### src/hw/led_pwm_params.svh
// Register indices, field positions, reset values and timing figures for the LED/PWM block.
`ifndef LED_PWM_PARAMS_SVH
`define LED_PWM_PARAMS_SVH

// Register indices; the byte address on the bus is four times the index.
`define IDX_LED_INTERVAL 8'h6c
`define IDX_LED_SHAPE 8'h6d
`define IDX_PWM_RATE_SELECT 8'h6e
`define IDX_PWM_DUTY 8'h6f
`define IDX_SCRATCH 8'h70
`define IDX_REVISION 8'h80
`define IDX_GPIO_ROUTE 8'h60

// Field positions.
`define LED_A_WIDTH_LSB 0
`define LED_B_WIDTH_LSB 2
`define LED_A_DOUBLE_BIT 4
`define LED_B_DOUBLE_BIT 5
`define LED_A_INTERVAL_LSB 0
`define LED_B_INTERVAL_LSB 3
`define REV_BOOT_READ_BIT 7
`define GPIO_LEVEL_BIT 0
`define GPIO_DIR_BIT 1
`define GPIO_PWM_SEL_BIT 2

// Reset values.
`define RST_BYTE 8'h00
`define RST_CODE2 2'h0

// Timing figures as printed, and the clock they are counted in.
`define CLK_PERIOD_NS 10
`define LED_TICK_US 62500
`define PWM_BASE_HZ 500
`define PWM_SLOTS 256

`endif

### src/hw/led_pwm_pkg.sv
// Shared types for the LED pulse and PWM block.
package led_pwm_pkg;
  typedef logic [7:0] reg_byte_t;
  typedef logic [1:0] code2_t;
  typedef logic [2:0] interval_code_t;
  typedef logic [6:0] tick_count_t;
endpackage

### src/hw/led_pulse_channel.sv
// One LED channel: single or double on/off pulses repeated every interval.
`timescale 1ns/1ps
`include "led_pwm_params.svh"
module led_pulse_channel
  import led_pwm_pkg::*;
(
  input wire logic sys_clk,
  input wire logic sys_rst,
  input wire logic gen_clear,
  input wire logic tick,
  input wire interval_code_t interval_code,
  input wire code2_t width_code,
  input wire logic double_pulse,
  output logic led_q
);

  tick_count_t phase_q;
  tick_count_t phase_d;
  logic led_d;
  logic [7:0] on_len;
  logic [7:0] last_tick;
  logic [7:0] phase_w;

  // Lengths in 62.5 ms ticks; the interval is 2^code ticks, so code 1 is 125 ms.
  assign on_len = 8'h01 << width_code;
  assign last_tick = (8'h01 << interval_code) - 8'h01;
  assign phase_w = {1'b0, phase_q};

  // Phase counter and pulse shaping; an on time longer than the interval is cut at the wrap.
  always_comb
  begin
    phase_d = phase_q;
    led_d = 1'b0;
    if (gen_clear || interval_code == 3'h0)
    begin
      phase_d = '0;
    end
    else
    begin
      if (tick)
      begin
        if (phase_w >= last_tick)
        begin
          phase_d = '0;
        end
        else
        begin
          phase_d = phase_q + 7'h01;
        end
      end
      // RULE_02: single pulse
      led_d = (phase_w < on_len);
      // RULE_01: second pulse
      if (double_pulse && phase_w >= (on_len << 1) && phase_w < (on_len * 8'h03))
      begin
        led_d = 1'b1;
      end
    end
  end

  // Channel state registers.
  always_ff @(posedge sys_clk or posedge sys_rst)
  begin
    if (sys_rst)
    begin
      phase_q <= '0;
      led_q <= 1'b0;
    end
    else
    begin
      phase_q <= phase_d;
      led_q <= led_d;
    end
  end

endmodule

### src/hw/led_pwm_regs.sv
// Avalon-MM register block driving two LED pulse outputs, a PWM output and a GPIO pin.
//
// Functional notes
// RULE_01: Double-pulse bit 1: on, off, on, each one on time, then off.
// RULE_02: Double-pulse bit 0: one on-time pulse per period, then off.
// RULE_03: Two-bit on time per LED: 62.5, 125, 250 or 500 ms.
// RULE_04: Two-bit PWM rate code selects 500, 250, 125 or 62.5 Hz.
// RULE_05: Eight-bit duty sets high fraction as code over 256.
// RULE_06: LED and PWM registers clear to zero on general reset.
// RULE_07: Eight-bit spare register, no effect, cleared only by full reset.
// RULE_08: Revision bit 7 enables boot mode read for scan test; resets 0.
// RULE_09: Revision bits 3:0 fixed read-only code; bits 6:4 read zero.
// RULE_10: Three-bit LED interval: 000 off, else 0.125 s doubling to 8 s.
// RULE_11: Output GPIO carries its level or PWM, select bit 1 means PWM.
// RULE_12: PWM high for first duty slots of 256; settings change at period end.
//
// The Avalon-MM register port was decided locally.
`timescale 1ns/1ps
`include "led_pwm_params.svh"
module led_pwm_regs
  import led_pwm_pkg::*;
#(
  parameter int LED_TICK_CYC = (`LED_TICK_US * 1000) / `CLK_PERIOD_NS,
  parameter int PWM_SLOT_CYC = (1000000000 / (`PWM_BASE_HZ * `PWM_SLOTS)) / `CLK_PERIOD_NS,
  parameter logic [3:0] REVISION_CODE = 4'h5 // Arbitrary value.
)
(
  input wire logic sys_clk,
  input wire logic sys_rst,
  input wire logic gen_rst,
  input wire logic [7:0] avs_address,
  input wire logic avs_read,
  input wire logic avs_write,
  input wire logic [31:0] avs_writedata,
  input wire logic [3:0] avs_byteenable,
  output logic [31:0] avs_readdata,
  output logic avs_waitrequest,
  output logic led_a_q,
  output logic led_b_q,
  output logic pwm_q,
  output logic gpio_out_q,
  output logic gpio_oe_n_q,
  output logic boot_read_en_q
);

  ////////////////////////////////////////////////////////////////////////////
  // Bus slave.

  logic waitrequest_q;
  logic waitrequest_d;
  logic [31:0] readdata_q;
  logic [31:0] readdata_d;
  logic wr_take;
  reg_byte_t rd_byte;

  reg_byte_t interval_q, interval_d;
  reg_byte_t shape_q, shape_d;
  code2_t freq_q, freq_d;
  reg_byte_t duty_q, duty_d;
  reg_byte_t scratch_q, scratch_d;
  logic boot_rd_q, boot_rd_d;
  logic [2:0] gpio_q, gpio_d;

  assign avs_waitrequest = waitrequest_q;
  assign avs_readdata = readdata_q;
  assign boot_read_en_q = boot_rd_q;

  // A write lands on the edge where the master sees waitrequest low.
  assign wr_take = avs_write && !waitrequest_q && avs_byteenable[0];

  // Read multiplexer; unmapped indices and reserved bits read as zero.
  always_comb
  begin
    rd_byte = 8'h00;
    if (avs_address == `IDX_LED_INTERVAL)
    begin
      rd_byte = {2'b00, interval_q[5:0]};
    end
    else if (avs_address == `IDX_LED_SHAPE)
    begin
      rd_byte = {2'b00, shape_q[5:0]};
    end
    else if (avs_address == `IDX_PWM_RATE_SELECT)
    begin
      rd_byte = {6'h00, freq_q};
    end
    else if (avs_address == `IDX_PWM_DUTY)
    begin
      rd_byte = duty_q;
    end
    else if (avs_address == `IDX_SCRATCH)
    begin
      rd_byte = scratch_q;
    end
    else if (avs_address == `IDX_REVISION)
    begin
      // RULE_09: fixed revision code
      rd_byte = {boot_rd_q, 3'b000, REVISION_CODE};
    end
    else if (avs_address == `IDX_GPIO_ROUTE)
    begin
      rd_byte = {5'h00, gpio_q};
    end
  end

  // Handshake: waitrequest drops for exactly one cycle per request.
  always_comb
  begin
    waitrequest_d = 1'b1;
    readdata_d = readdata_q;
    if ((avs_read || avs_write) && waitrequest_q)
    begin
      waitrequest_d = 1'b0;
      readdata_d = {24'h000000, rd_byte};
    end
  end

  always_ff @(posedge sys_clk or posedge sys_rst)
  begin
    if (sys_rst)
    begin
      waitrequest_q <= 1'b1;
      readdata_q <= 32'h00000000;
    end
    else
    begin
      waitrequest_q <= waitrequest_d;
      readdata_q <= readdata_d;
    end
  end

  ////////////////////////////////////////////////////////////////////////////
  // Register file.

  // General-domain registers also clear on gen_rst; the full-domain ones only on sys_rst.
  always_comb
  begin
    interval_d = interval_q;
    shape_d = shape_q;
    freq_d = freq_q;
    duty_d = duty_q;
    gpio_d = gpio_q;
    scratch_d = scratch_q;
    boot_rd_d = boot_rd_q;
    if (wr_take)
    begin
      if (avs_address == `IDX_LED_INTERVAL)
      begin
        interval_d = {2'b00, avs_writedata[5:0]};
      end
      else if (avs_address == `IDX_LED_SHAPE)
      begin
        shape_d = {2'b00, avs_writedata[5:0]};
      end
      else if (avs_address == `IDX_PWM_RATE_SELECT)
      begin
        freq_d = avs_writedata[1:0];
      end
      else if (avs_address == `IDX_PWM_DUTY)
      begin
        duty_d = avs_writedata[7:0];
      end
      else if (avs_address == `IDX_SCRATCH)
      begin
        // RULE_07: spare storage
        scratch_d = avs_writedata[7:0];
      end
      else if (avs_address == `IDX_REVISION)
      begin
        // RULE_08: boot read enable
        boot_rd_d = avs_writedata[`REV_BOOT_READ_BIT];
      end
      else if (avs_address == `IDX_GPIO_ROUTE)
      begin
        gpio_d = avs_writedata[2:0];
      end
    end
    // RULE_06: general reset clear
    if (gen_rst)
    begin
      interval_d = `RST_BYTE;
      shape_d = `RST_BYTE;
      freq_d = `RST_CODE2;
      duty_d = `RST_BYTE;
      gpio_d = 3'h0;
    end
  end

  always_ff @(posedge sys_clk or posedge sys_rst)
  begin
    if (sys_rst)
    begin
      interval_q <= `RST_BYTE;
      shape_q <= `RST_BYTE;
      freq_q <= `RST_CODE2;
      duty_q <= `RST_BYTE;
      gpio_q <= 3'h0;
      scratch_q <= `RST_BYTE;
      boot_rd_q <= 1'b0;
    end
    else
    begin
      interval_q <= interval_d;
      shape_q <= shape_d;
      freq_q <= freq_d;
      duty_q <= duty_d;
      gpio_q <= gpio_d;
      scratch_q <= scratch_d;
      boot_rd_q <= boot_rd_d;
    end
  end

  ////////////////////////////////////////////////////////////////////////////
  // LED tick divider and channels.

  logic [31:0] led_div_q, led_div_d;
  logic led_tick_q, led_tick_d;

  // One 62.5 ms enable pulse shared by both channels.
  always_comb
  begin
    led_div_d = led_div_q + 32'h1;
    led_tick_d = 1'b0;
    if (gen_rst)
    begin
      led_div_d = 32'h0;
    end
    else if (led_div_q >= 32'(LED_TICK_CYC - 1))
    begin
      led_div_d = 32'h0;
      led_tick_d = 1'b1;
    end
  end

  always_ff @(posedge sys_clk or posedge sys_rst)
  begin
    if (sys_rst)
    begin
      led_div_q <= 32'h0;
      led_tick_q <= 1'b0;
    end
    else
    begin
      led_div_q <= led_div_d;
      led_tick_q <= led_tick_d;
    end
  end

  // RULE_10: interval codes
  // RULE_03: on-time codes
  led_pulse_channel u_led_a (
    .sys_clk(sys_clk),
    .sys_rst(sys_rst),
    .gen_clear(gen_rst),
    .tick(led_tick_q),
    .interval_code(interval_q[`LED_A_INTERVAL_LSB +: 3]),
    .width_code(shape_q[`LED_A_WIDTH_LSB +: 2]),
    .double_pulse(shape_q[`LED_A_DOUBLE_BIT]),
    .led_q(led_a_q)
  );

  led_pulse_channel u_led_b (
    .sys_clk(sys_clk),
    .sys_rst(sys_rst),
    .gen_clear(gen_rst),
    .tick(led_tick_q),
    .interval_code(interval_q[`LED_B_INTERVAL_LSB +: 3]),
    .width_code(shape_q[`LED_B_WIDTH_LSB +: 2]),
    .double_pulse(shape_q[`LED_B_DOUBLE_BIT]),
    .led_q(led_b_q)
  );

  ////////////////////////////////////////////////////////////////////////////
  // PWM generator.

  // Slot length truncates to whole cycles, so 500 Hz runs slightly fast.
  localparam logic [15:0] SLOT_BASE = 16'(PWM_SLOT_CYC);

  logic [15:0] pre_q, pre_d;
  logic [7:0] slot_q, slot_d;
  reg_byte_t duty_live_q, duty_live_d;
  code2_t freq_live_q, freq_live_d;
  logic pwm_d;
  logic [15:0] slot_len;

  // RULE_04: rate doubles slot length
  assign slot_len = SLOT_BASE << freq_live_q;

  always_comb
  begin
    pre_d = pre_q + 16'h1;
    slot_d = slot_q;
    duty_live_d = duty_live_q;
    freq_live_d = freq_live_q;
    if (pre_q >= slot_len - 16'h1)
    begin
      pre_d = 16'h0;
      slot_d = slot_q + 8'h01;
      // RULE_12: latch at period end
      if (slot_q == 8'hff)
      begin
        duty_live_d = duty_q;
        freq_live_d = freq_q;
      end
    end
    if (gen_rst)
    begin
      pre_d = 16'h0;
      slot_d = 8'h00;
      duty_live_d = `RST_BYTE;
      freq_live_d = `RST_CODE2;
    end
    // RULE_05: duty over 256
    pwm_d = (slot_q < duty_live_q);
  end

  always_ff @(posedge sys_clk or posedge sys_rst)
  begin
    if (sys_rst)
    begin
      pre_q <= 16'h0;
      slot_q <= 8'h00;
      duty_live_q <= `RST_BYTE;
      freq_live_q <= `RST_CODE2;
      pwm_q <= 1'b0;
    end
    else
    begin
      pre_q <= pre_d;
      slot_q <= slot_d;
      duty_live_q <= duty_live_d;
      freq_live_q <= freq_live_d;
      pwm_q <= pwm_d;
    end
  end

  ////////////////////////////////////////////////////////////////////////////
  // GPIO pin routing.

  logic gpio_out_d;
  logic gpio_oe_n_d;

  // RULE_11: level or PWM
  always_comb
  begin
    gpio_out_d = gpio_q[`GPIO_PWM_SEL_BIT] ? pwm_q : gpio_q[`GPIO_LEVEL_BIT];
    gpio_oe_n_d = !gpio_q[`GPIO_DIR_BIT];
  end

  always_ff @(posedge sys_clk or posedge sys_rst)
  begin
    if (sys_rst)
    begin
      gpio_out_q <= 1'b0;
      gpio_oe_n_q <= 1'b1;
    end
    else
    begin
      gpio_out_q <= gpio_out_d;
      gpio_oe_n_q <= gpio_oe_n_d;
    end
  end

endmodule

### config.mk
export PLATFORM = sky130hd
export DESIGN_NAME = led_pwm_regs
export DESIGN_NICKNAME = d
export VERILOG_FILES = /design/src/hw/led_pwm_pkg.sv /design/src/hw/led_pulse_channel.sv /design/src/hw/led_pwm_regs.sv
export VERILOG_INCLUDE_DIRS = /design/src /design/src/hw
export SDC_FILE = /design/constraint.sdc
export NUM_CORES = 1
export LEC_CHECK = 0
export ABC_AREA = 1
export BUFFER_PORTS_ARGS = -buffer_cell sky130_fd_sc_hd__clkbuf_2
export CELL_PAD_IN_SITES_DETAIL_PLACEMENT = 1
export CELL_PAD_IN_SITES_GLOBAL_PLACEMENT = 2
export CORE_MARGIN = 2
export CORE_UTILIZATION = 23
export CTS_BUF_LIST = sky130_fd_sc_hd__clkbuf_16
export CTS_CLUSTER_SIZE = 14
export DETAILED_ROUTE_END_ITERATION = 10
export PLACE_DENSITY = 0.54
export SYNTH_ARGS = -nofsm -noshare
export SYNTH_HDL_FRONTEND = slang
export SYNTH_SLANG_ARGS = --single-unit
export TNS_END_PERCENT = 20
### constraint.sdc
create_clock -name sys_clk -period 4.8 [get_ports sys_clk]
set_input_delay 0.96 -clock sys_clk [delete_from_list [all_inputs] [get_ports sys_clk]]
set_output_delay 0.96 -clock sys_clk [all_outputs]
set_load 0.01 [all_outputs]
==> flow_summary_export.csv <==
group,metric,value,unit
run_status,outcome,"finished, final reports clean",
setup_path,reg2reg_depth,13,
synthesis,synth_ff_type,"dfrtp_1",
synthesis,netlist.area_leader.share,0.386,
power,p_leak,0.00462,uW
die,rows,69,
synthesis,yosys.area.top_type,"dfrtp_1",
power,ir_drop,0.258,mV
synthesis,synth-seq-cells,129,
die,initial_core_util,0.233,
synthesis,netlist_instances,1036,
synthesis,synth_edf_count,0,
synthesis,synth.most_common_cell,"nand2_1",
synthesis,ys_seq_area_frac,0.392,
timing,tns,0,ps
flow_run,drv_cap,0,
setup_path,ff2ff_setup_slack,2030,ps
setup_path,endpoint_kind,"flop",
synthesis,synth_cell_type_count,49,
timing,grt_setup_unrepaired,"no",
clock_network,cts-root-buf,"clkbuf_16",
drt,vias,6740,
layout,antenna_cells,0,
place,place_hpwl,18000,um
global_route,grt_overflow,0,
die,die_h,193,um
die,design.core.area,35400,um2
drt,ant_nets,0,
power,comb_power_share,0.101,
global_route,grt_pass1_vias,7192,
layout,fillers,4300,
clock_network,cts_resized,0,
die,die_w,193,um
synthesis,synthTopCellsByCount,"nand2_1 (243), dfrtp_1 (127), inv_1 (122)",
setup_path,worst_ep_required_time,5170,ps
drt,first_pass_iters,4,
synthesis,netlist_top_cells_area,"dfrtp_1 (39%), ha_1 (12%), nand2_1 (11%)",
clock_network,clock_sinks,129,
clock_network,cts_tree,"done",
setup_path,worstPathMaxFanout,10,
place,portBuffers,36,
min_path,hold_class,"flop to flop",
synthesis,syn_area,8240,um2
timing,whs,424,ps
place,place_congestion,0.713,
timing,maxSlewHeadroom,0.305,
global_route,grt_max_degree,90,
setup_path,path_class,"flop to flop",
die,die_area,37400,um2
die,io_pins,88,
timing,min_period,2770,ps
timing,worstMarginPinSlew,1040,ps
clock_network,cts_buffers,17,
setup_path,endpoint,"duty_live_q[1]",
clock_network,clk_pin_slew,60,ps
timing,slew_viol_final,0,
timing,setup_viol,0,
timing,fmax,361,MHz
timing,hold_violations,0,
power,power_density,289,nW/um2
drt,routedWlPerCell,15.1,um
drt,via_per_inst,4.31,
synthesis,synth.avg_cell_area,7.95,um2
global_route,grt_usage,0.132,
clock_network,clock_path_buffers,2,
setup_path,worstPathArrival,3140,ps
drt,drc,0,
global_route,grt_pass1_wl,39500,um
drt,drt_iter0_markers,187,
power,p_clk_frac,0.478,
power,p_int,1960,uW
synthesis,synth-async-reset-ratio,1.00,
layout,fin_util,0.268,
power,total_power,2740,uW
clock_network,h-tree-depth,4,
global_route,antenna_found_initial,0,
synthesis,yosysWarningCount,0,
timing,fin_worst_skew,14.0,ps
setup_path,r2r-start,"freq_live_q[1]",
clock_network,clk_latency,440,ps
drt,routed_wl,23700,um
power,switching_power,771,uW
power,swShare,0.282,
layout,areaGrowthSynthToFinish,15.0,%
timing,fin_crit_sh,0.576,
clock_network,postCtsSetupRepairBufs,0,
setup_path,cp-start-kind,"flop",
power,pwr-share-seq,0.420,
layout,finalNetCount,1221,
clock_network,cts_hold_buffers,0,
setup_path,cp-startpoint,"freq_live_q[1]",
layout,drive_gt1_frac,0.104,
setup_path,r2r-end,"duty_live_q[1]",
cell usage in the layout (no fill, tap or decap), types with 3 or more instances in the layout:
| master | n |
|---|---|
| nor2_1 | 114 |
| clkbuf_16 | 17 |
| dfrtp_1 | 127 |
| nor2_4 | 3 |
| inv_1 | 123 |
| a21oi_1 | 42 |
| xor2_1 | 24 |
| conb_1 | 37 |
| o22ai_1 | 4 |
| nor3_1 | 25 |
| xnor2_1 | 5 |
| ha_1 | 81 |
| buf_4 | 5 |
| clkinv_2 | 3 |
| nand4_1 | 31 |
| nand3_1 | 47 |
| nor3_2 | 3 |
| nand2_1 | 243 |
| o2111ai_1 | 3 |
| clkinv_4 | 3 |
| clkbuf_2 | 36 |
| a21o_1 | 4 |
| o21ai_2 | 6 |
| a31oi_1 | 3 |
| nand3b_1 | 5 |
| nor2_2 | 5 |
| inv_2 | 9 |
| and3_1 | 5 |
| o21ai_1 | 10 |
| clkinvlp_4 | 4 |
| o21ai_0 | 43 |
cell type report:
type | instances | area (um2) | area share
Multi-Input combinational cell | 771 | 4380 | 0.462
Sequential cell | 129 | 3230 | 0.341
Tap cell | 461 | 577 | 0.0609
Inverter | 131 | 497 | 0.0524
Clock buffer | 17 | 425 | 0.0449
Timing Repair Buffer | 41 | 218 | 0.0230
Clock inverter | 15 | 148 | 0.0156
worst min path at each step:
| stage | cells past startpoint | startpoint | to |
|---|---|---|---|
| finish | 1 | gpio_q[1] | gpio_oe_n_q |
| CTS | 1 | gpio_q[1] | gpio_oe_n_q |
| global route | 1 | gpio_q[1] | gpio_oe_n_q |
| global placement | 1 | gpio_q[1] | gpio_oe_n_q |
| floorplan | 1 | gpio_q[1] | gpio_oe_n_q |
| detailed placement | 1 | gpio_q[1] | gpio_oe_n_q |
logic make-up (layout without fill, tap and decap cells):
| kind of cell | count (synthesis) | count (layout) | share of synthesized area |
|---|---|---|---|
| simple gates | 494 | 494 | 0.267 |
| buf+inv | 171 | 204 | 0.0919 |
| flops | 129 | 129 | 0.392 |
| compound gates | 126 | 126 | 0.0884 |
| fa+ha+maj | 81 | 81 | 0.123 |
| xor+xnor | 29 | 29 | 0.0308 |
| mux | 4 | 4 | 0.00638 |
| other cells | 2 | 37 | 0.000912 |
power by group through the flow:
| stage | Sequential (uW) | Combinational [uW] | Clock [uW] |
|---|---|---|---|
| finish | 1150 | 277 | 1310 |
| global route | 1160 | 328 | 1390 |
| global placement | 1170 | 282 | 0 |
| floorplan | 1160 | 207 | 0 |
| CTS | 1150 | 288 | 1360 |
| detailed placement | 1170 | 285 | 0 |
registers in the layout, summed over array words and instances, names as in the netlist, 8 cells and up:
| register | flops |
|---|---|
| led_div_q | 32 |
| scratch_q | 8 |
| duty_live_q | 8 |
| slot_q | 8 |
| duty_q | 8 |
| avs_readdata | 8 |
| pre_q | 16 |
critical path, cell delays in order (launching register included):
cell and delay [ps]:
dfrtp_1 440, inv_1 160, ha_1 340, inv_1 70, ha_1 270, nand2_1 70, inv_1 50, nand2_1 60
a21oi_1 50, nor2_1 150, nand4_1 390, nand2_1 490, nand2_1 100, nand2_1 70
metrics by stage:
stage | setup WS, ps | std cells | instance area (um2)
detailed placement | 1710 | 1533 | 8900
finish | 2030 | 1565 | 9480
CTS | 1930 | 1565 | 9480
global placement | 1740 | 1533 | 8900
floorplan | 402 | 1071 | 8370
global route | 1670 | 1565 | 9480
layer usage:
metal / share of wire / track usage / vias up
li1: - / - / 3440
met1: 0.51 / 0.181 / 3242
met2: 0.46 / 0.217 / 44
met3: 0.017 / 0.0207 / 14
met4: 0.012 / 0.0359 / 0
met5: 0 / 0 / -
No activity file was read; power rests on OpenSTA's default activity.
